**src/rtl/cmp_pkg.sv**
```systemverilog
// Purpose: Shared constants of the current mode PWM core
// Assumes: 50 MHz reference clock
// Notes:   Times are kept in their own unit; counts derive from them
package cmp_pkg;
   //--------------------------------------------------------------
   // Clock and oscillator
   //--------------------------------------------------------------
   localparam int CLK_HZ     = 50_000_000;
   localparam int CLK_NS     = 20;
   localparam int OSC_HZ     = 100_000;
   localparam int JIT_HZ     = 4_000;
   localparam int JIT_PER_US = 4_000;
   localparam int DMAX_NUM   = 3;       // Duty limit 0.75 = 3/4
   localparam int DMAX_DEN   = 4;
   localparam int PHW        = 10;      // Phase counter width
   localparam logic [PHW-1:0] PER_CYC = PHW'(CLK_HZ / OSC_HZ);
   localparam int JIT_DEV    = (CLK_HZ / OSC_HZ) * JIT_HZ / OSC_HZ;
   // Periods between one-cycle jitter steps (triangle sweep)
   localparam int JIT_EVERY  =
      (JIT_PER_US * (OSC_HZ / 1000) / 1000) / 2 / (2 * JIT_DEV);
   //--------------------------------------------------------------
   // Pulse timing, least times rounded up
   //--------------------------------------------------------------
   localparam int MINON_NS   = 156;
   localparam int BLK_N_NS   = 220;
   localparam int BLK_B_NS   = 180;
   localparam logic [PHW-1:0] MINON_CYC =
      PHW'((MINON_NS + CLK_NS - 1) / CLK_NS);
   localparam logic [PHW-1:0] BLK_N_CYC =
      PHW'((BLK_N_NS + CLK_NS - 1) / CLK_NS);
   localparam logic [PHW-1:0] BLK_B_CYC =
      PHW'((BLK_B_NS + CLK_NS - 1) / CLK_NS);
   //--------------------------------------------------------------
   // Soft start
   //--------------------------------------------------------------
   localparam int SS_STEPS    = 32;
   localparam int SS_STEP_US  = 300;
   localparam int SS_TOTAL_MS = 10;
   localparam int SS_STEP_CYC = SS_STEP_US * (CLK_HZ / 1_000_000);
   localparam int SS_TOT_CYC  = SS_TOTAL_MS * (CLK_HZ / 1_000);
   localparam logic [4:0] SS_LAST = 5'(SS_STEPS - 1);
   //--------------------------------------------------------------
   // Synchroniser bit positions
   //--------------------------------------------------------------
   localparam int IN_FB   = 0;
   localparam int IN_SS   = 1;
   localparam int IN_PK   = 2;
   localparam int IN_BL   = 3;
   localparam int IN_BM   = 4;
   localparam int IN_SUP  = 5;
   localparam int IN_RST  = 6;
   localparam int IN_N    = 7;
   typedef enum logic [1:0] {SS_OFF, SS_RAMP, SS_RUN} cmp_ss_t;
endpackage : cmp_pkg
```
**src/rtl/cmp_osc_if.sv**
```systemverilog
// Purpose: Link between oscillator and pulse core
// Assumes: Single clock domain
// Notes:   Oscillator drives cycle start and duty limit
`timescale 1ns/1ps
interface cmp_osc_if;
   logic       cyc_start;   // One-cycle pulse per switching period
   logic [9:0] max_on;      // On-time limit of current period
   logic       run;         // Oscillator enabled
   logic       jit_en;      // Frequency sweep enabled
   modport osc  (output cyc_start, max_on, input run, jit_en);
   modport core (input cyc_start, max_on, output run, jit_en);
endinterface : cmp_osc_if

```
**src/rtl/cmp_core.sv**
```systemverilog
// Purpose: Pulse latch, blanking and soft start of a PWM controller
// Assumes: Comparator and supply inputs are asynchronous levels
// Notes:   Gate is registered; each clear lands one edge after sync
`timescale 1ns/1ps
module cmp_core #(
   parameter int SS_STEP = cmp_pkg::SS_STEP_CYC, // Cycles per step
   parameter int SS_TOT  = cmp_pkg::SS_TOT_CYC   // Soft start length
) (
   input  wire logic       i_clk,         // 50 MHz reference clock
   input  wire logic       i_rst,         // Synchronous, active high
   input  wire logic       i_fb_cmp,      // Feedback comparator
   input  wire logic       i_ss_cmp,      // Soft start comparator
   input  wire logic       i_peak_cmp,    // Peak limit comparator
   input  wire logic       i_burst_cmp,   // Burst limit comparator
   input  wire logic       i_burst_mode,  // Active burst mode flag
   input  wire logic       i_supply_ok,   // Supply above threshold
   input  wire logic       i_restart,     // Auto-restart attempt
   output logic            o_gate,        // Gate drive
   output logic            o_blanking,    // Blanking window active
   output logic            o_ss_sink_en,  // Soft start sink on
   output logic [4:0]      o_ss_level,    // Soft start step
   output logic            o_ss_done      // Normal operation
);
   import cmp_pkg::*;

   //--------------------------------------------------------------
   // State
   //--------------------------------------------------------------
   typedef struct packed {
      logic [IN_N-1:0] s1;        // First sync stage
      logic [IN_N-1:0] s2;        // Second sync stage
      logic            sup_d;     // Supply, one cycle late
      logic            rst_d;     // Restart, one cycle late
      cmp_ss_t         ss;
      logic [4:0]      step;
      logic [13:0]     tick;
      logic [18:0]     total;
      logic            gate;
      logic [PHW-1:0]  onc;       // Cycles since turn-on
      logic            blank;
      logic            sink;
      logic            done;
   } cmp_core_st_t;

   cmp_core_st_t r, r_nxt;
   cmp_osc_if    osc_l ();

   logic [IN_N-1:0] pins;
   logic            sup, fb, ssc, pk, bl, bm, start_ss;
   logic [PHW-1:0]  blk_len, cap;
   logic [PHW+4:0]  ramp;
   logic            in_blank, trip;

   assign pins = {i_restart, i_supply_ok, i_burst_mode, i_burst_cmp,
                  i_peak_cmp, i_ss_cmp, i_fb_cmp};

   //--------------------------------------------------------------
   // Oscillator
   //--------------------------------------------------------------
   cmp_osc u_osc (
      .i_clk (i_clk),
      .i_rst (i_rst),
      .osc   (osc_l.osc)
   );

   // Oscillator runs only with supply; sweep after soft start
   assign osc_l.run    = (r.ss != SS_OFF);
   assign osc_l.jit_en = (r.ss == SS_RUN);

   //--------------------------------------------------------------
   // Synchronised inputs, only second stage is read
   //--------------------------------------------------------------
   assign sup = r.s2[IN_SUP];
   assign fb  = r.s2[IN_FB];
   assign ssc = r.s2[IN_SS];
   assign pk  = r.s2[IN_PK];
   assign bl  = r.s2[IN_BL];
   assign bm  = r.s2[IN_BM];

   // Soft start begins on supply rise or on a restart rising edge while supply is good
   assign start_ss = sup && (!r.sup_d
                     || (r.s2[IN_RST] && !r.rst_d));

   //--------------------------------------------------------------
   // Blanking and duty limit
   //--------------------------------------------------------------
   // Shorter window in burst, since burst pulses are small
   assign blk_len  = bm ? BLK_B_CYC : BLK_N_CYC;
   assign in_blank = r.onc < blk_len;
   // Soft start scales the limit by (step+1)/32
   assign ramp = {5'h00, osc_l.max_on} * {10'h000, r.step} +
                 {5'h00, osc_l.max_on};
   always_comb begin
      if (r.ss == SS_RAMP)
         cap = PHW'(ramp >> 5);
      else
         cap = osc_l.max_on;
      if (cap < MINON_CYC + 10'h001)
         cap = MINON_CYC + 10'h001;
   end

   // First comparator to fire outside the blanking window ends the pulse (burst one only in burst mode), after the minimum on
   // time; soft start comparator sits behind the amplifier too
   assign trip = !in_blank && (fb
                 || ssc
                 || pk
                 || (bl && bm));

   //--------------------------------------------------------------
   // Next state
   //--------------------------------------------------------------
   always_comb begin
      r_nxt       = r;
      r_nxt.s1    = pins;
      r_nxt.s2    = r.s1;
      r_nxt.sup_d = sup;
      r_nxt.rst_d = r.s2[IN_RST];
      // Soft start sequencer
      if (!sup) begin
         r_nxt.ss    = SS_OFF;
         r_nxt.step  = '0;
         r_nxt.tick  = '0;
         r_nxt.total = '0;
         r_nxt.sink  = 1'b0;
         r_nxt.done  = 1'b0;
      end else if (start_ss) begin
         r_nxt.ss    = SS_RAMP;
         r_nxt.step  = '0;
         r_nxt.tick  = '0;
         r_nxt.total = '0;
         r_nxt.sink  = 1'b1;
         r_nxt.done  = 1'b0;
      end else if (r.ss == SS_RAMP) begin
         r_nxt.total = r.total + 19'h00001;
         if (r.tick == 14'(SS_STEP - 1)) begin
            r_nxt.tick = '0;
            if (r.step != SS_LAST)
               r_nxt.step = r.step + 5'h01;
         end else begin
            r_nxt.tick = r.tick + 14'h0001;
         end
         if (r.total == 19'(SS_TOT - 1)) begin
            r_nxt.ss   = SS_RUN;
            r_nxt.sink = 1'b0;
            r_nxt.done = 1'b1;
         end
      end
      // Pulse latch
      if (!sup || r.ss == SS_OFF) begin
         r_nxt.gate = 1'b0;
         r_nxt.onc  = '0;
      end else if (osc_l.cyc_start) begin
         r_nxt.gate = 1'b1;
         r_nxt.onc  = '0;
      end else if (r.gate) begin
         r_nxt.onc = r.onc + 10'h001;
         if (r.onc >= MINON_CYC - 10'h001 &&
             (trip || r.onc + 10'h001 >= cap))
            r_nxt.gate = 1'b0;
      end
      r_nxt.blank = r_nxt.gate && (r_nxt.onc < blk_len);
   end

   //--------------------------------------------------------------
   // Registers
   //--------------------------------------------------------------
   always_ff @(posedge i_clk) begin
      if (i_rst) begin
         r <= '{s1: '0, s2: '0, sup_d: 1'b0, rst_d: 1'b0,
                ss: SS_OFF, step: '0, tick: '0, total: '0,
                gate: 1'b0, onc: '0, blank: 1'b0, sink: 1'b0,
                done: 1'b0};
      end else begin
         r <= r_nxt;
      end
   end

   assign o_gate       = r.gate;
   assign o_blanking   = r.blank;
   assign o_ss_sink_en = r.sink;
   assign o_ss_level   = r.step;
   assign o_ss_done    = r.done;
endmodule : cmp_core

```
**src/rtl/cmp_osc.sv**
```systemverilog
// Purpose: Switching oscillator with triangle frequency sweep
// Assumes: run and jit_en come from registers on the same clock
// Notes:   Period moves one cycle every few periods, +-JIT_DEV
`timescale 1ns/1ps
module cmp_osc (
   input  wire logic i_clk,      // Reference clock
   input  wire logic i_rst,      // Synchronous reset
   cmp_osc_if.osc    osc         // Oscillator link
);
   import cmp_pkg::*;

   typedef struct packed {
      logic [PHW-1:0] phase;
      logic [PHW-1:0] len;
      logic [5:0]     off;       // Signed period offset
      logic           up;
      logic [7:0]     pcnt;
      logic           start;
      logic [PHW-1:0] max_on;
   } cmp_osc_st_t;

   cmp_osc_st_t r, r_nxt;
   logic [PHW+1:0] prod;

   //--------------------------------------------------------------
   // Period, sweep and duty limit
   //--------------------------------------------------------------
   always_comb begin
      r_nxt       = r;
      r_nxt.start = 1'b0;
      prod        = {2'b00, r.len} * 12'(DMAX_NUM);
      if (!osc.run) begin
         r_nxt.phase = '0;
         r_nxt.off   = '0;
         r_nxt.len   = PER_CYC;
      end else if (r.phase == r.len - 10'h001) begin
         r_nxt.phase = '0;
         r_nxt.start = 1'b1;
         // Sweep only once normal operation has begun
         if (!osc.jit_en) begin
            r_nxt.off = '0;
            r_nxt.pcnt = '0;
         end else if (r.pcnt == 8'(JIT_EVERY - 1)) begin
            r_nxt.pcnt = '0;
            r_nxt.off  = r.up ? r.off + 6'h01 : r.off - 6'h01;
            if (r.up && r.off == 6'(JIT_DEV - 1))
               r_nxt.up = 1'b0;
            else if (!r.up && r.off == 6'(-(JIT_DEV - 1)))
               r_nxt.up = 1'b1;
         end else begin
            r_nxt.pcnt = r.pcnt + 8'h01;
         end
         r_nxt.len = PER_CYC + {{4{r_nxt.off[5]}}, r_nxt.off};
      end else begin
         r_nxt.phase = r.phase + 10'h001;
      end
      // Duty limit tracks the period in force
      r_nxt.max_on = PHW'(prod / 12'(DMAX_DEN));
   end

   always_ff @(posedge i_clk) begin
      if (i_rst) begin
         r <= '{phase: '0, len: PER_CYC, off: '0, up: 1'b1,
                pcnt: '0, start: 1'b0, max_on: '0};
      end else begin
         r <= r_nxt;
      end
   end

   assign osc.cyc_start = r.start;
   assign osc.max_on    = r.max_on;
endmodule : cmp_osc

```
**config.mk**
```make
export PLATFORM = sky130hd
export DESIGN_NAME = cmp_core
export DESIGN_NICKNAME = d
export VERILOG_FILES = /design/src/rtl/cmp_pkg.sv /design/src/rtl/cmp_osc_if.sv /design/src/rtl/cmp_core.sv /design/src/rtl/cmp_osc.sv
export SDC_FILE = /design/constraint.sdc
export NUM_CORES = 1
export LEC_CHECK = 0
export BUFFER_PORTS_ARGS = -buffer_cell sky130_fd_sc_hd__clkbuf_2
export CAP_MARGIN = 20
export CORE_UTILIZATION = 35
export DETAILED_ROUTE_END_ITERATION = 8
export PLACE_DENSITY = 0.59
export SETUP_SLACK_MARGIN = 0.2
export SLEW_MARGIN = 20
export SYNTH_ARGS = -nofsm -noshare
export SYNTH_HDL_FRONTEND = slang
export SYNTH_SLANG_ARGS = --single-unit
```
**constraint.sdc**
```tcl
create_clock -name i_clk -period 14 [get_ports i_clk]
set_clock_uncertainty 0.05 [all_clocks]
set_input_delay 0.7 -clock i_clk [delete_from_list [all_inputs] [get_ports i_clk]]
set_output_delay 0.7 -clock i_clk [all_outputs]
set_load 0.02 [all_outputs]
```
# After elaboration in Yosys (flattened, before gate mapping)
# Index checks and enable logic that the tools add are counted.
[classes] addsub=11 mul=2 div=0 magnitude_cmp=5 eq_ne=9 shift=0 n_mux=26 n_bitwise=2 reduce_logical=33
[op_table] op="39-bit 2-to-1 mux" n=2
[op_table] op="11-bit 2-to-1 mux" n=3
[op_table] op="6-bit 2-to-1 mux" n=4
[op_table] op="10-bit by 1-bit adder with 10-bit output, second input constant" n=2
[op_table] op="10-bit by 4-bit less-than comparator with 1-bit output" n=2
[op_table] op="10-bit 2-to-1 mux" n=2
[op_table] op="19-bit by 1-bit adder with 19-bit output, second input constant" n=1
[op_table] op="19-bit equality test, second input constant" n=1
[op_table] op="8-bit 2-to-1 mux" n=2
[op_table] op="15-bit by 10-bit adder with 15-bit output" n=1
[op_table] op="10-bit by 5-bit multiplier with 15-bit output" n=1
[op_table] op="14-bit by 1-bit adder with 14-bit output, second input constant" n=1
[op_table] op="14-bit equality test, second input constant" n=1
[op_table] op="14-bit 2-to-1 mux" n=1
[op_table] op="10-bit by 2-bit multiplier with 12-bit output, second input constant" n=1
[op_table] op="9-bit by 10-bit adder with 10-bit output, first input constant" n=1
[op_table] op="10-bit equality test" n=1
[op_table] op="10-bit >= comparator" n=1
[op_table] op="10-bit by 3-bit >= comparator with 1-bit output, second input constant" n=1
[op_table] op="10-bit by 4-bit less-than comparator with 1-bit output, second input constant" n=1
[op_table] op="5-bit 2-to-1 mux" n=2
[op_table] op="10-bit by 1-bit subtractor with 10-bit output, second input constant" n=1
[op_table] op="8-bit by 1-bit adder with 8-bit output, second input constant" n=1
[op_table] op="8-bit by 3-bit equality test with 1-bit output, second input constant" n=1
[op_table] op="22 further kinds" n=53
[totals] regBits=115 latchBits=0 mem_bits_rw=0 romBits=0 out_inout_bits=9 elab_cells=108 n_memories=0

# Logic depth before layout (Yosys ltp)
# Gate-level depths: netlist (run 1).
[depth] ltp_word=14 mapped_depth=26

# Modules after synthesis
# A second synthesis (run 1) with hierarchy kept.
[unflattened] hier_cells=943 area_unflattened_um2=8105.3
[modules_own_cells] module="cmp_core" n_inst=1 cells_each=608 area_each_um2=5173.7
[modules_own_cells] module="cmp_osc" n_inst=1 cells_each=335 area_each_um2=2931.6

# Least setup slack after synthesis (run 1)
# Ideal clock, no wire load.
[synth_path] kind="register -> register" start="register r (netlist bit o_ss_level[3])" end="register r (netlist bit o_blanking)" setup_ns=0.086 t_arrival_ns=5.441 required_time_ns=13.864 setup_slack_ns=8.423 path_stages_with_launch=24 path_buffers=1 period_less_slack_ns=5.577 path_cell_list="dfxtp_1 -> clkbuf_1 -> and2_1 -> fa_1 -> fa_1 -> inv_1 -> fa_1 -> inv_1 -> ha_1 -> and3_4 -> a221o_1 -> a21o_1 -> a221o_1 -> o31ai_1 -> nand4_1 -> o21bai_1 -> ha_1 -> nand2b_1 -> a21o_1 -> a21oi_1 -> o21ai_0 -> a31oi_1 -> o21ai_0 -> a211oi_1"
[synth_between] elab_chain_len=13
[synth_lines] item="start, declared" line_no="cmp_core.sv:45" rtl="cmp_core_st_t r, r_nxt;"
[synth_lines] item="start signal, assigned" line_no="cmp_core.sv:169" rtl="r <= '{s1: '0, s2: '0, sup_d: 1'b0, rst_d: 1'b0,"
[synth_lines] item="start signal, assigned" line_no="cmp_core.sv:174" rtl="r <= r_nxt;"
[synth_lines] item="10-bit by 5-bit multiplier with 15-bit output (*)" line_no="cmp_core.sv:91" rtl="assign ramp = {5'h00, osc_l.max_on} * {10'h000, r.step} +"
[synth_lines] item="15-bit by 10-bit adder with 15-bit output (*)" line_no="cmp_core.sv:91"
[synth_lines] item="10-bit 2-to-1 mux (*)" line_no="cmp_core.sv:94" rtl="if (r.ss == SS_RAMP)"
[synth_lines] item="10-bit by 4-bit less-than comparator with 1-bit output" line_no="cmp_core.sv:98" rtl="if (cap < MINON_CYC + 10'h001)"
[synth_lines] item="10-bit 2-to-1 mux (*)" line_no="cmp_core.sv:98"
[synth_lines] item="10-bit >= comparator (*)" line_no="cmp_core.sv:158" rtl="(trip || r.onc + 10'h001 >= cap))"
[synth_lines] item="1-bit logical OR (*)" line_no="cmp_core.sv:158"
[synth_lines] item="1-bit logical AND (*)" line_no="cmp_core.sv:157" rtl="if (r.onc >= MINON_CYC - 10'h001 &&"
[synth_lines] item="1-bit 2-to-1 mux (*)" line_no="cmp_core.sv:157"
[synth_lines] item="11-bit 2-to-1 mux (*)" line_no="cmp_core.sv:155" rtl="end else if (r.gate) begin"
[synth_lines] item="11-bit 2-to-1 mux (*)" line_no="cmp_core.sv:152" rtl="end else if (osc_l.cyc_start) begin"
[synth_lines] item="11-bit 2-to-1 mux (*)" line_no="cmp_core.sv:149" rtl="if (!sup || r.ss == SS_OFF) begin"
[synth_lines] item="1-bit logical AND (*)" line_no="cmp_core.sv:161" rtl="r_nxt.blank = r_nxt.gate && (r_nxt.onc < blk_len);"
# Every way passes the cells marked *; elsewhere a longest branch is shown, timed or not.
# A chain may end at the register's enable or synchronous reset.

# Worst setup path in the final report (run 1)
[layout_path] start="register r (netlist bit o_ss_level[2])" end="register r (netlist bit o_blanking)"
# Same word-level chain as after synthesis.

==> flow_summary.json, run 1 <==
{
  "status": "finished, final reports clean",
  "vias": 6206,
  "cts_tree": "built",
  "post_cts_buffers": 0,
  "rows": 55,
  "synthMuxAreaShare_pct": 1.889,
  "synth_top_family_by_area": "simple AND/OR/NAND/NOR gates",
  "p_seq_share_pct": 52.4,
  "start_util_pct": 35.51,
  "worstHoldPathCells": 1,
  "p_leak_nw": 3.517,
  "ys.flop_type": "dfxtp_1",
  "finalSetupViolCount": 0,
  "fin_crit_sh_pct": 43.71,
  "clkTransAtPathRegs_ns": 0.08,
  "htreeDepth": 3,
  "synth_top_cell_by_area": "dfxtp_1",
  "drc_errors": 0,
  "cts_root_buffer": "clkbuf_16",
  "nNetsFinal": 1040,
  "worstSetupStartpointType": "flip-flop",
  "synth_xor_area_share_pct": 8.882,
  "cpPeakStageDelay_ns": 0.62,
  "gp_congestion": 0.8012,
  "setup_tns_ns": 0,
  "period_needed_ns": 6.120,
  "antenna_found_initial": 0,
  "yosysTopAreaCellShare_pct": 27.72,
  "p_sw_share_pct": 23.72,
  "first_global_vias": 6054,
  "vias_per_cell": 5.091,
  "relSlewSlack_pct": 41.52,
  "core_area_sq_um": 22570,
  "p_clk_share_pct": 44.6,
  "power_density_nw_per_um2": 71.58,
  "ctsHoldBuffers": 0,
  "routedWlPerCell_um": 13.88,
  "drive_above_1_share_pct": 5.889,
  "dr.pass1.iters": 4,
  "required_ns": 14.23,
  "ant_nets": 0,
  "die-area_sq_um": 23510,
  "cts_resized": 0,
  "die_h_um": 153.3,
  "vdd_drop_max_mv": 0.04788,
  "synthTopCellsByArea": "dfxtp_1 (28%), ha_1 (10%), fa_1 (8.7%), xor2_1 (5.1%), nor2_1 (4.2%)",
  "slowest_stage": "dfxtp_1",
  "cts_buffer_depth": 2,
  "path_max_fanout": 14,
  "max-cap-violations": 0,
  "pin_count": 18,
  "timing.rr.start": "o_ss_level[2]",
  "synthTopCellsByCount": "dfxtp_1 (111), nor2_1 (89), nand2_1 (84)",
  "grt.overflow.total": 0,
  "yosysWarnings": 0,
  "synthArstFlopShare_pct": 0,
  "slew_viol_final": 0,
  "cp_cell_sequence": "and2_1, fa_1, fa_1, inv_1, fa_1, inv_1, ha_1, and3_4, a221oi_2, a211oi_1, a211oi_1, xor2_1, o21ai_0, o21bai_1, ha_1, nand2b_1, a21o_1, a21oi_1, o21ai_0, a31oi_1, o21ai_0, a211oi_1",
  "antenna_cells": 0,
  "syn-cell-area_sq_um": 8015,
  "p_comb_share_pct": 3.0,
  "holdPathEnd": "r[57]",
  "wirelength_um": 16920,
  "ys_seq_area_share_pct": 27.72,
  "internal_power_w": 0.0004689,
  "cts_buffers": 9,
  "port_buffers": 17,
  "yosysMostFrequentCell": "dfxtp_1",
  "rsz0062_at_grt": "false",
  "min_from": "r[64]",
  "yosys.area_share.adder_pct": 19.20,
  "end_kind": "flip-flop",
  "p_sw_w": 0.0001458,
  "ys_ff_latch": 111,
  "worst-slew-pin-transition_ns": 0.8751,
  "worstRegToRegCells": 22,
  "fp.dieW_um": 153.3,
  "timing.fmax_mhz": 163.4,
  "r2r_slack_ns": 7.88,
  "hold_violations": 0,
  "grt_max_degree": 37,
  "min-delay-path-class": "reg2reg",
  "initialDrtViolationCount": 348,
  "worst_ep_arrival_time_ns": 6.35,
  "critPathBufInv": 2,
  "fin_hold_ws_ns": 0.3918,
  "postSynthAreaPerCell_sq_um": 8.563,
  "synthSimpleGateAreaFrac_pct": 23.35,
  "cts.sinks": 111,
  "synthesis.nets": 1047,
  "dp_hpwl_um": 12710,
  "syn_to_final_growth_pct": 7.134,
  "r2r-end": "o_blanking",
  "grtUsageTotal_pct": 15.41,
  "clk_latency_ns": 0.36,
  "grt_first_pass_wirelength_um": 29500,
  "path_delay_family": "compound AO/OA/AOI/OAI gates",
  "path_class": "reg2reg",
  "synth_edf_count": 0,
  "synth_compound_area_share_pct": 12.85,
  "ys_types": 79,
  "syn_inst": 936
}
-- kinds of logic (layout without fill, tap and decap cells) --
kind of cell / count (synthesis) / after routing
buffers and inverters: 114 / 112
AND/OR/NAND/NOR: 364 / 364
adder cells (fa/ha/maj): 102 / 102
AO/OA/AOI/OAI: 152 / 152
multiplexers: 15 / 15
flip-flops: 111 / 111
XOR/XNOR: 78 / 78
-- cell type report --
cell class	count	area (sq um)
sequential	111	2222
inverter	76	285.3
tap	285	356.6
clock buffer	9	225.2
multi-input combinational	711	5304
clock inverter	7	86.33
timing repair buffer	20	107.6
fill	2297	13980
-- worst register-to-register path: cells and delay by family (launching register included) --
| kind | cells | cell delay [ns] |
|---|---|---|
| flip-flops | 1 | 0.62 |
| AND/OR/NAND/NOR | 3 | 0.57 |
| AO/OA/AOI/OAI | 11 | 2.46 |
| adder cells (fa/ha/maj) | 5 | 2.15 |
| XOR/XNOR | 1 | 0.09 |
| buffers and inverters | 2 | 0.10 |
-- routing by layer --
layer | routed length (um) | vias to the layer above | GRT usage (%)
met5 | 0 | - | 0
met4 | 336 | 0 | 6.381
met3 | 458 | 19 | 1.928
met2 | 7836 | 87 | 25.18
met1 | 8288 | 2921 | 20.51
li1 | - | 3179 | -
-- state kept, by name, indices dropped and copies added, names as in the netlist --
register	count
bm	1
o_gate	1
o_ss_done	1
o_blanking	1
u_osc.osc.max_on	10
u_osc.r	32
o_ss_level	5
u_osc.osc.cyc_start	1
fb	1
pk	1
r	56
bl	1
-- how the worst max path moves through the flow --
stage	cells after the start	start	slack [ns]	end
4_1_cts	22	o_ss_level[2]	7.92	o_blanking
2_1_floorplan	23	o_ss_level[3]	8.42	o_blanking
6_report	22	o_ss_level[2]	7.88	o_blanking
5_1_grt	22	o_ss_level[2]	7.36	o_blanking
3_3_place_gp	22	o_ss_level[3]	8.17	o_blanking
3_5_place_dp	22	o_ss_level[2]	7.96	o_blanking
-- cells in the final DEF (no fill, tap or decap), types with 30 or more instances in the layout --
cell type / Yosys / routed
a21oi_1: 39 / 39
and2_1: 37 / 37
dfxtp_1: 111 / 111
fa_1: 35 / 35
ha_1: 67 / 67
inv_1: 76 / 76
nand2_1: 84 / 84
nor2_1: 89 / 89
o21ai_0: 30 / 30
xor2_1: 47 / 47
-- through the flow --
stage / worst slack (ns) / util, % / cells / cell area, sq um / total power, W
floorplan: 8.423 / - / 936 / 8015 / 0.0003416
global placement: 8.171 / 36.66 / 1203 / 8275 / 0.0003483
detailed placement: 7.961 / 36.66 / 1203 / 8275 / 0.0003484
CTS: 7.921 / 38.04 / 1219 / 8587 / 0.0006244
global route: 7.355 / 38.04 / 1219 / 8587 / 0.0006394
finish: 7.880 / 38.04 / 1219 / 8587 / 0.0006146
-- power groups by stage --
stage	sequential [W]	clock, W	combinational, W
6_report	0.000322	0.000274	0.0000184
5_1_grt	0.000323	0.000295	0.0000213
4_1_cts	0.000322	0.000284	0.0000187
3_5_place_dp	0.000330	0	0.0000188
3_3_place_gp	0.000330	0	0.0000187
2_1_floorplan	0.000328	0	0.0000136
Note: power is estimated with default switching activity, not from simulation.
==> run 2: changes to the inputs <==
==> constraint.sdc (replaced) <==
create_clock -name i_clk -period 5.75 [get_ports i_clk]
set_clock_uncertainty 0.05 [all_clocks]
set_input_delay 0.2875 -clock i_clk [delete_from_list [all_inputs] [get_ports i_clk]]
set_output_delay 0.2875 -clock i_clk [all_outputs]
set_load 0.02 [all_outputs]
==> flow_summary.json, run 2 (synthesized netlist as in run 1, its figures left out) <==
{
  "status": "finished, final reports clean",
  "power_density_nw_per_um2": 164.3,
  "clkTransAtPathRegs_ns": 0.09,
  "fp.dieW_um": 153.3,
  "timing.rr.start": "u_osc.osc.max_on[4]",
  "fin_crit_sh_pct": 94.40,
  "hold_violations": 0,
  "p_clk_share_pct": 43.4,
  "p_seq_share_pct": 52.9,
  "vdd_drop_max_mv": 0.1784,
  "syn_to_final_growth_pct": 11.74,
  "worst_ep_arrival_time_ns": 5.67,
  "cts_tree": "built",
  "ctsHoldBuffers": 0,
  "routedWlPerCell_um": 13.97,
  "ant_nets": 0,
  "cts_buffer_depth": 2,
  "timing.fmax_mhz": 184.2,
  "grt.overflow.total": 0,
  "worstSetupStartpointType": "flip-flop",
  "crit_start": "u_osc.osc.max_on[4]",
  "crit_end": "o_blanking",
  "total_power_w": 0.001472,
  "layout_common_cells": "dfxtp_1 (97), nor2_1 (89), nand2_1 (82)",
  "drive_above_1_share_pct": 12.38,
  "p_sw_share_pct": 24.94,
  "htreeDepth": 3,
  "pre_cts_ws_ns": -0.03756,
  "fin_ws_ns": 0.3221,
  "slew_viol_final": 0,
  "die_h_um": 153.3,
  "rsz0062_at_grt": "true",
  "clk_latency_ns": 0.36,
  "max-cap-violations": 0,
  "top_register": "r",
  "worstRegToRegCells": 21,
  "p_sw_w": 0.0003670,
  "finalSetupViolCount": 0,
  "port_buffers": 17,
  "largest_reg_flops": 56,
  "min-delay-path-class": "in2reg",
  "first_global_vias": 6084,
  "dp_hpwl_um": 13190,
  "n_fill_cell": 2279,
  "grtUsageTotal_pct": 15.40,
  "relSlewSlack_pct": 26.03,
  "gp_congestion": 0.8427,
  "vias": 6300,
  "rows": 55,
  "antenna_found_initial": 0,
  "drc_errors": 0,
  "end_kind": "flip-flop",
  "dr.pass1.iters": 4,
  "die-area_sq_um": 23510,
  "r2r-end": "o_blanking",
  "r2r_slack_ns": 0.32,
  "internal_power_w": 0.001105,
  "grt_max_degree": 37,
  "vias_per_cell": 5.056,
  "path_max_fanout": 7,
  "grt_first_pass_wirelength_um": 29570,
  "wirelength_um": 17410,
  "nNetsFinal": 1067,
  "worst-slew-pin-transition_ns": 1.106,
  "cts_buffers": 9,
  "path_class": "reg2reg",
  "pin_count": 18,
  "cts_root_buffer": "clkbuf_16",
  "initialDrtViolationCount": 279,
  "period_needed_ns": 5.428,
  "cts.sinks": 111,
  "p_leak_nw": 3.684,
  "core_area_sq_um": 22570,
  "required_ns": 5.99,
  "p_comb_share_pct": 3.7,
  "start_util_pct": 35.51,
  "fin_util_pct": 39.68,
  "antenna_cells": 0,
  "final_common_cell": "dfxtp_1"
}
## run 2: power groups by stage
stage	registers [W]	clock network (W)	logic [W]
floorplan	0.000799	0	0.0000331
global placement	0.000801	0	0.0000499
detailed placement	0.000801	0	0.0000502
CTS	0.000782	0.000657	0.0000514
global route	0.000780	0.000690	0.0000604
finish	0.000779	0.000639	0.0000537
## run 2: worst min path at each step
stage | start | end | slack [ns] | cells past startpoint
2_1_floorplan | r[66] | bl | 0.36 | 1
6_report | i_fb_cmp | r[63] | 0.09 | 2
3_5_place_dp | r[64] | r[57] | 0.37 | 1
4_1_cts | i_fb_cmp | r[63] | 0.07 | 2
3_3_place_gp | r[63] | fb | 0.37 | 1
5_1_grt | i_ss_cmp | r[64] | 0.11 | 2
## run 2: area by class of cell
cell class | instances | area (sq um) | share of cell area, %
Multi-Input combinational cell | 711 | 5436 | 60.70
Sequential cell | 111 | 2265 | 25.29
Tap cell | 285 | 356.6 | 3.982
Timing Repair Buffer | 47 | 310.3 | 3.465
Inverter | 76 | 285.3 | 3.185
Clock buffer | 9 | 225.2 | 2.515
Clock inverter | 7 | 77.57 | 0.8662
## run 2: worst max-delay path, stage by stage (launching register included)
cell      delay, ns
dfxtp_4        0.40
nand2_2        0.07
fa_1           0.51
fa_1           0.53
fa_1           0.51
inv_1          0.04
ha_1           0.29
a21o_1         0.25
a221o_1        0.39
a21o_1         0.18
a221o_1        0.33
o31ai_2        0.22
nand4_1        0.17
o21bai_1       0.18
ha_1           0.24
nand2b_4       0.13
a21o_1         0.16
a21oi_2        0.14
o21ai_1        0.07
a31oi_1        0.15
o21ai_1        0.12
a211oi_2       0.22
## run 2: timing repair
item	4_1_cts	5_1_grt
buffers inserted	0	7
gates resized for setup	23	35
pin swaps	14	39
endpoints found under the setup margin	2	2
## run 2: per-stage QoR
stage / instance area, sq um / hold slack, ns / TNS (ns) / instances
after floorplan: 8019 / 0.3638 / 0 / 936
after global placement: 8426 / 0.3688 / 0 / 1223
after detailed placement: 8426 / 0.3720 / -0.03756 / 1223
after CTS: 8775 / 0.07313 / 0 / 1239
after global routing: 8956 / 0.1060 / 0 / 1246
final: 8956 / 0.08996 / 0 / 1246
## run 2: per-layer routing
| layer | vias up | GRT usage [%] | routed length (um) |
|---|---|---|---|
| met5 | - | 0 | 0 |
| met4 | 0 | 5.286 | 302 |
| met3 | 24 | 2.098 | 429 |
| met2 | 79 | 26.40 | 8444 |
| met1 | 2972 | 19.81 | 8235 |
| li1 | 3225 | - | - |
==> run 3: changes to the inputs <==
--- a/config.mk
+++ b/config.mk
@@ -5,6 +5,7 @@
 export SDC_FILE = /design/constraint.sdc
 export NUM_CORES = 1
 export LEC_CHECK = 0
+export ABC_AREA = 1
 export BUFFER_PORTS_ARGS = -buffer_cell sky130_fd_sc_hd__clkbuf_2
 export CAP_MARGIN = 20
 export CORE_UTILIZATION = 35
==> flow_summary.json, run 3 <==
{
  "cts_buffers": 9,
  "postSynthAreaPerCell_sq_um": 7.049,
  "ys_types": 46,
  "slowest_stage": "fa_1",
  "synthTopCellsByArea": "dfxtp_1 (27%), nand2_1 (11%), ha_1 (10%), inv_1 (9.8%), fa_1 (8.6%)",
  "port_buffers": 17,
  "p_sw_w": 0.0003312,
  "min-delay-path-class": "in2reg",
  "fin_ws_ns": 0.6740,
  "cts_tree": "built",
  "post_cts_buffers": 0,
  "rows": 55,
  "worst-slew-pin-transition_ns": 0.6526,
  "synth_edf_count": 0,
  "ys.flop_type": "dfxtp_1",
  "fin_crit_sh_pct": 88.28,
  "p_comb_share_pct": 3.5,
  "wirelength_um": 16810,
  "first_global_vias": 6409,
  "nNetsFinal": 1276,
  "period_needed_ns": 5.076,
  "syn-cell-area_sq_um": 8155,
  "yosysTopAreaCellShare_pct": 27.25,
  "largest_reg_flops": 56,
  "vdd_drop_max_mv": 0.1088,
  "finalSetupViolCount": 0,
  "cts.sinks": 111,
  "path_max_fanout": 13,
  "grt_max_degree": 39,
  "drc_errors": 0,
  "ctsHoldBuffers": 0,
  "yosysWarnings": 0,
  "status": "finished, final reports clean",
  "final_common_cell": "nand2_1",
  "p_clk_share_pct": 41.8,
  "vias_per_cell": 4.549,
  "synthesis.nets": 1268,
  "p_leak_nw": 4.228,
  "timing.fmax_mhz": 197.0,
  "routedWlPerCell_um": 11.34,
  "p_sw_share_pct": 23.11,
  "n_fill_cell": 2368,
  "internal_power_w": 0.001102,
  "clk_latency_ns": 0.36,
  "grt.overflow.total": 0,
  "setup_tns_ns": 0,
  "cpMostUsedCell": "nand2_1",
  "synth_top_cell_by_area": "dfxtp_1",
  "rsz0062_at_grt": "false",
  "hold_violations": 0,
  "worstSetupStartpointType": "flip-flop",
  "core_area_sq_um": 22780,
  "cpPeakStageDelay_ns": 0.55,
  "end_kind": "flip-flop",
  "start_util_pct": 35.80,
  "antenna_found_initial": 0,
  "ys_ff_latch": 111,
  "required_ns": 6.00,
  "grt_first_pass_wirelength_um": 29890,
  "yosysMostFrequentCell": "nand2_1",
  "cts_buffer_depth": 2,
  "ant_nets": 0,
  "drive_above_1_share_pct": 7.179,
  "path_class": "reg2reg",
  "synthArstFlopShare_pct": 0,
  "dr.pass1.iters": 5,
  "syn_to_final_growth_pct": 8.576,
  "cts_root_buffer": "clkbuf_16",
  "vias": 6746,
  "syn_inst": 1157,
  "pre_cts_ws_ns": 0.3727,
  "ys_seq_area_share_pct": 27.25,
  "initialDrtViolationCount": 341,
  "htreeDepth": 3,
  "slew_viol_final": 0,
  "layout_common_cells": "nand2_1 (239), inv_1 (214), nor2_1 (121)",
  "worst_ep_arrival_time_ns": 5.32,
  "p_seq_share_pct": 54.7,
  "grtUsageTotal_pct": 15.11,
  "dp_hpwl_um": 13110,
  "synthTopCellsByCount": "nand2_1 (239), inv_1 (214), nor2_1 (121)",
  "die_h_um": 154.6,
  "power_density_nw_per_um2": 161.9,
  "die-area_sq_um": 23920,
  "fp.dieW_um": 154.6,
  "max-cap-violations": 0,
  "antenna_cells": 0,
  "clkTransAtPathRegs_ns": 0.07,
  "pin_count": 18,
  "top_register": "r",
  "gp_congestion": 0.9191,
  "cts_resized": 0,
  "relSlewSlack_pct": 56.33
}
## run 3: changes by cell type in the layout (fill, tap and decap cells not counted), moves of 18 or more
cell     change
nor2_1      +32
o21ai_0     +21
a21oi_1     +32
buf_4       -26
nor2b_1     -20
inv_1      +141
xnor2_1     -18
and2_1      -32
nand3_1     +38
xor2_1      -21
nand2_1    +157
## run 3: worst max-delay path: cells and delay by family (launching register included)
| kind | cells | cell delay, ns |
|---|---|---|
| AO/OA/AOI/OAI | 5 | 0.79 |
| AND/OR/NAND/NOR | 14 | 1.22 |
| adder cells (fa/ha/maj) | 5 | 2.23 |
| flip-flops | 1 | 0.40 |
| buffers and inverters | 5 | 0.33 |
## run 3: per-stage QoR
stage / util [%] / hold slack, ns / instances / area [sq um] / total power (W)
after CTS: 38.64 / 0.05058 / 1483 / 8802 / 0.001459
after global placement: 37.40 / 0.3423 / 1467 / 8518 / 0.0008528
after detailed placement: 37.40 / 0.3449 / 1467 / 8518 / 0.0008532
after global routing: 38.87 / 0.04943 / 1483 / 8855 / 0.001498
final: 38.87 / 0.06375 / 1483 / 8855 / 0.001433
after floorplan: - / 0.3209 / 1157 / 8155 / 0.0008366
## run 3: power groups by stage
stage	clock, W	sequential (W)	combinational [W]
finish	0.000599	0.000784	0.0000498
global route	0.000654	0.000785	0.0000585
CTS	0.000623	0.000785	0.0000500
detailed placement	0	0.000804	0.0000496
global placement	0	0.000804	0.0000492
floorplan	0	0.000799	0.0000372
## run 3: kinds of logic (layout without fill, tap and decap cells)
group | after synthesis | after routing | share of synthesized area (%)
mux | 1 | 1 | 0.1227
fa+ha+maj | 102 | 102 | 18.87
flops | 111 | 111 | 27.25
compound gates | 141 | 141 | 9.282
buf+inv | 240 | 253 | 11.71
xor+xnor | 37 | 37 | 3.974
simple gates | 525 | 525 | 28.80
## run 3: path summary, 6_finish.rpt
| path | from | cells past startpoint | slack, ns | endpoint |
|---|---|---|---|---|
| worst max-delay path | o_ss_level[4] | 29 | 0.67 | o_blanking |
| worst min-delay path | i_fb_cmp | 3 | 0.06 | r[63] |
| worst max register to register | o_ss_level[4] | 29 | 0.67 | o_blanking |
| worst min register to register | r[68] | 2 | 0.35 | r[61] |
## run 3: per-layer routing
metal / track usage, % / up-vias / wire length, um
met3: 2.270 / 12 / 378
met2: 25.49 / 63 / 7746
met1: 20.23 / 3007 / 8538
li1: - / 3664 / -
met4: 3.583 / 0 / 150
met5: 0 / - / 0
## run 3: final cells by class
class	count	area [sq um]	share of cell area, %
multi-input combinational	806	5001	56.48
timing repair buffer	21	115.1	1.300
clock inverter	5	41.29	0.4663
inverter	216	810.8	9.156
tap	313	391.6	4.423
sequential	111	2252	25.43
clock buffer	11	242.7	2.741
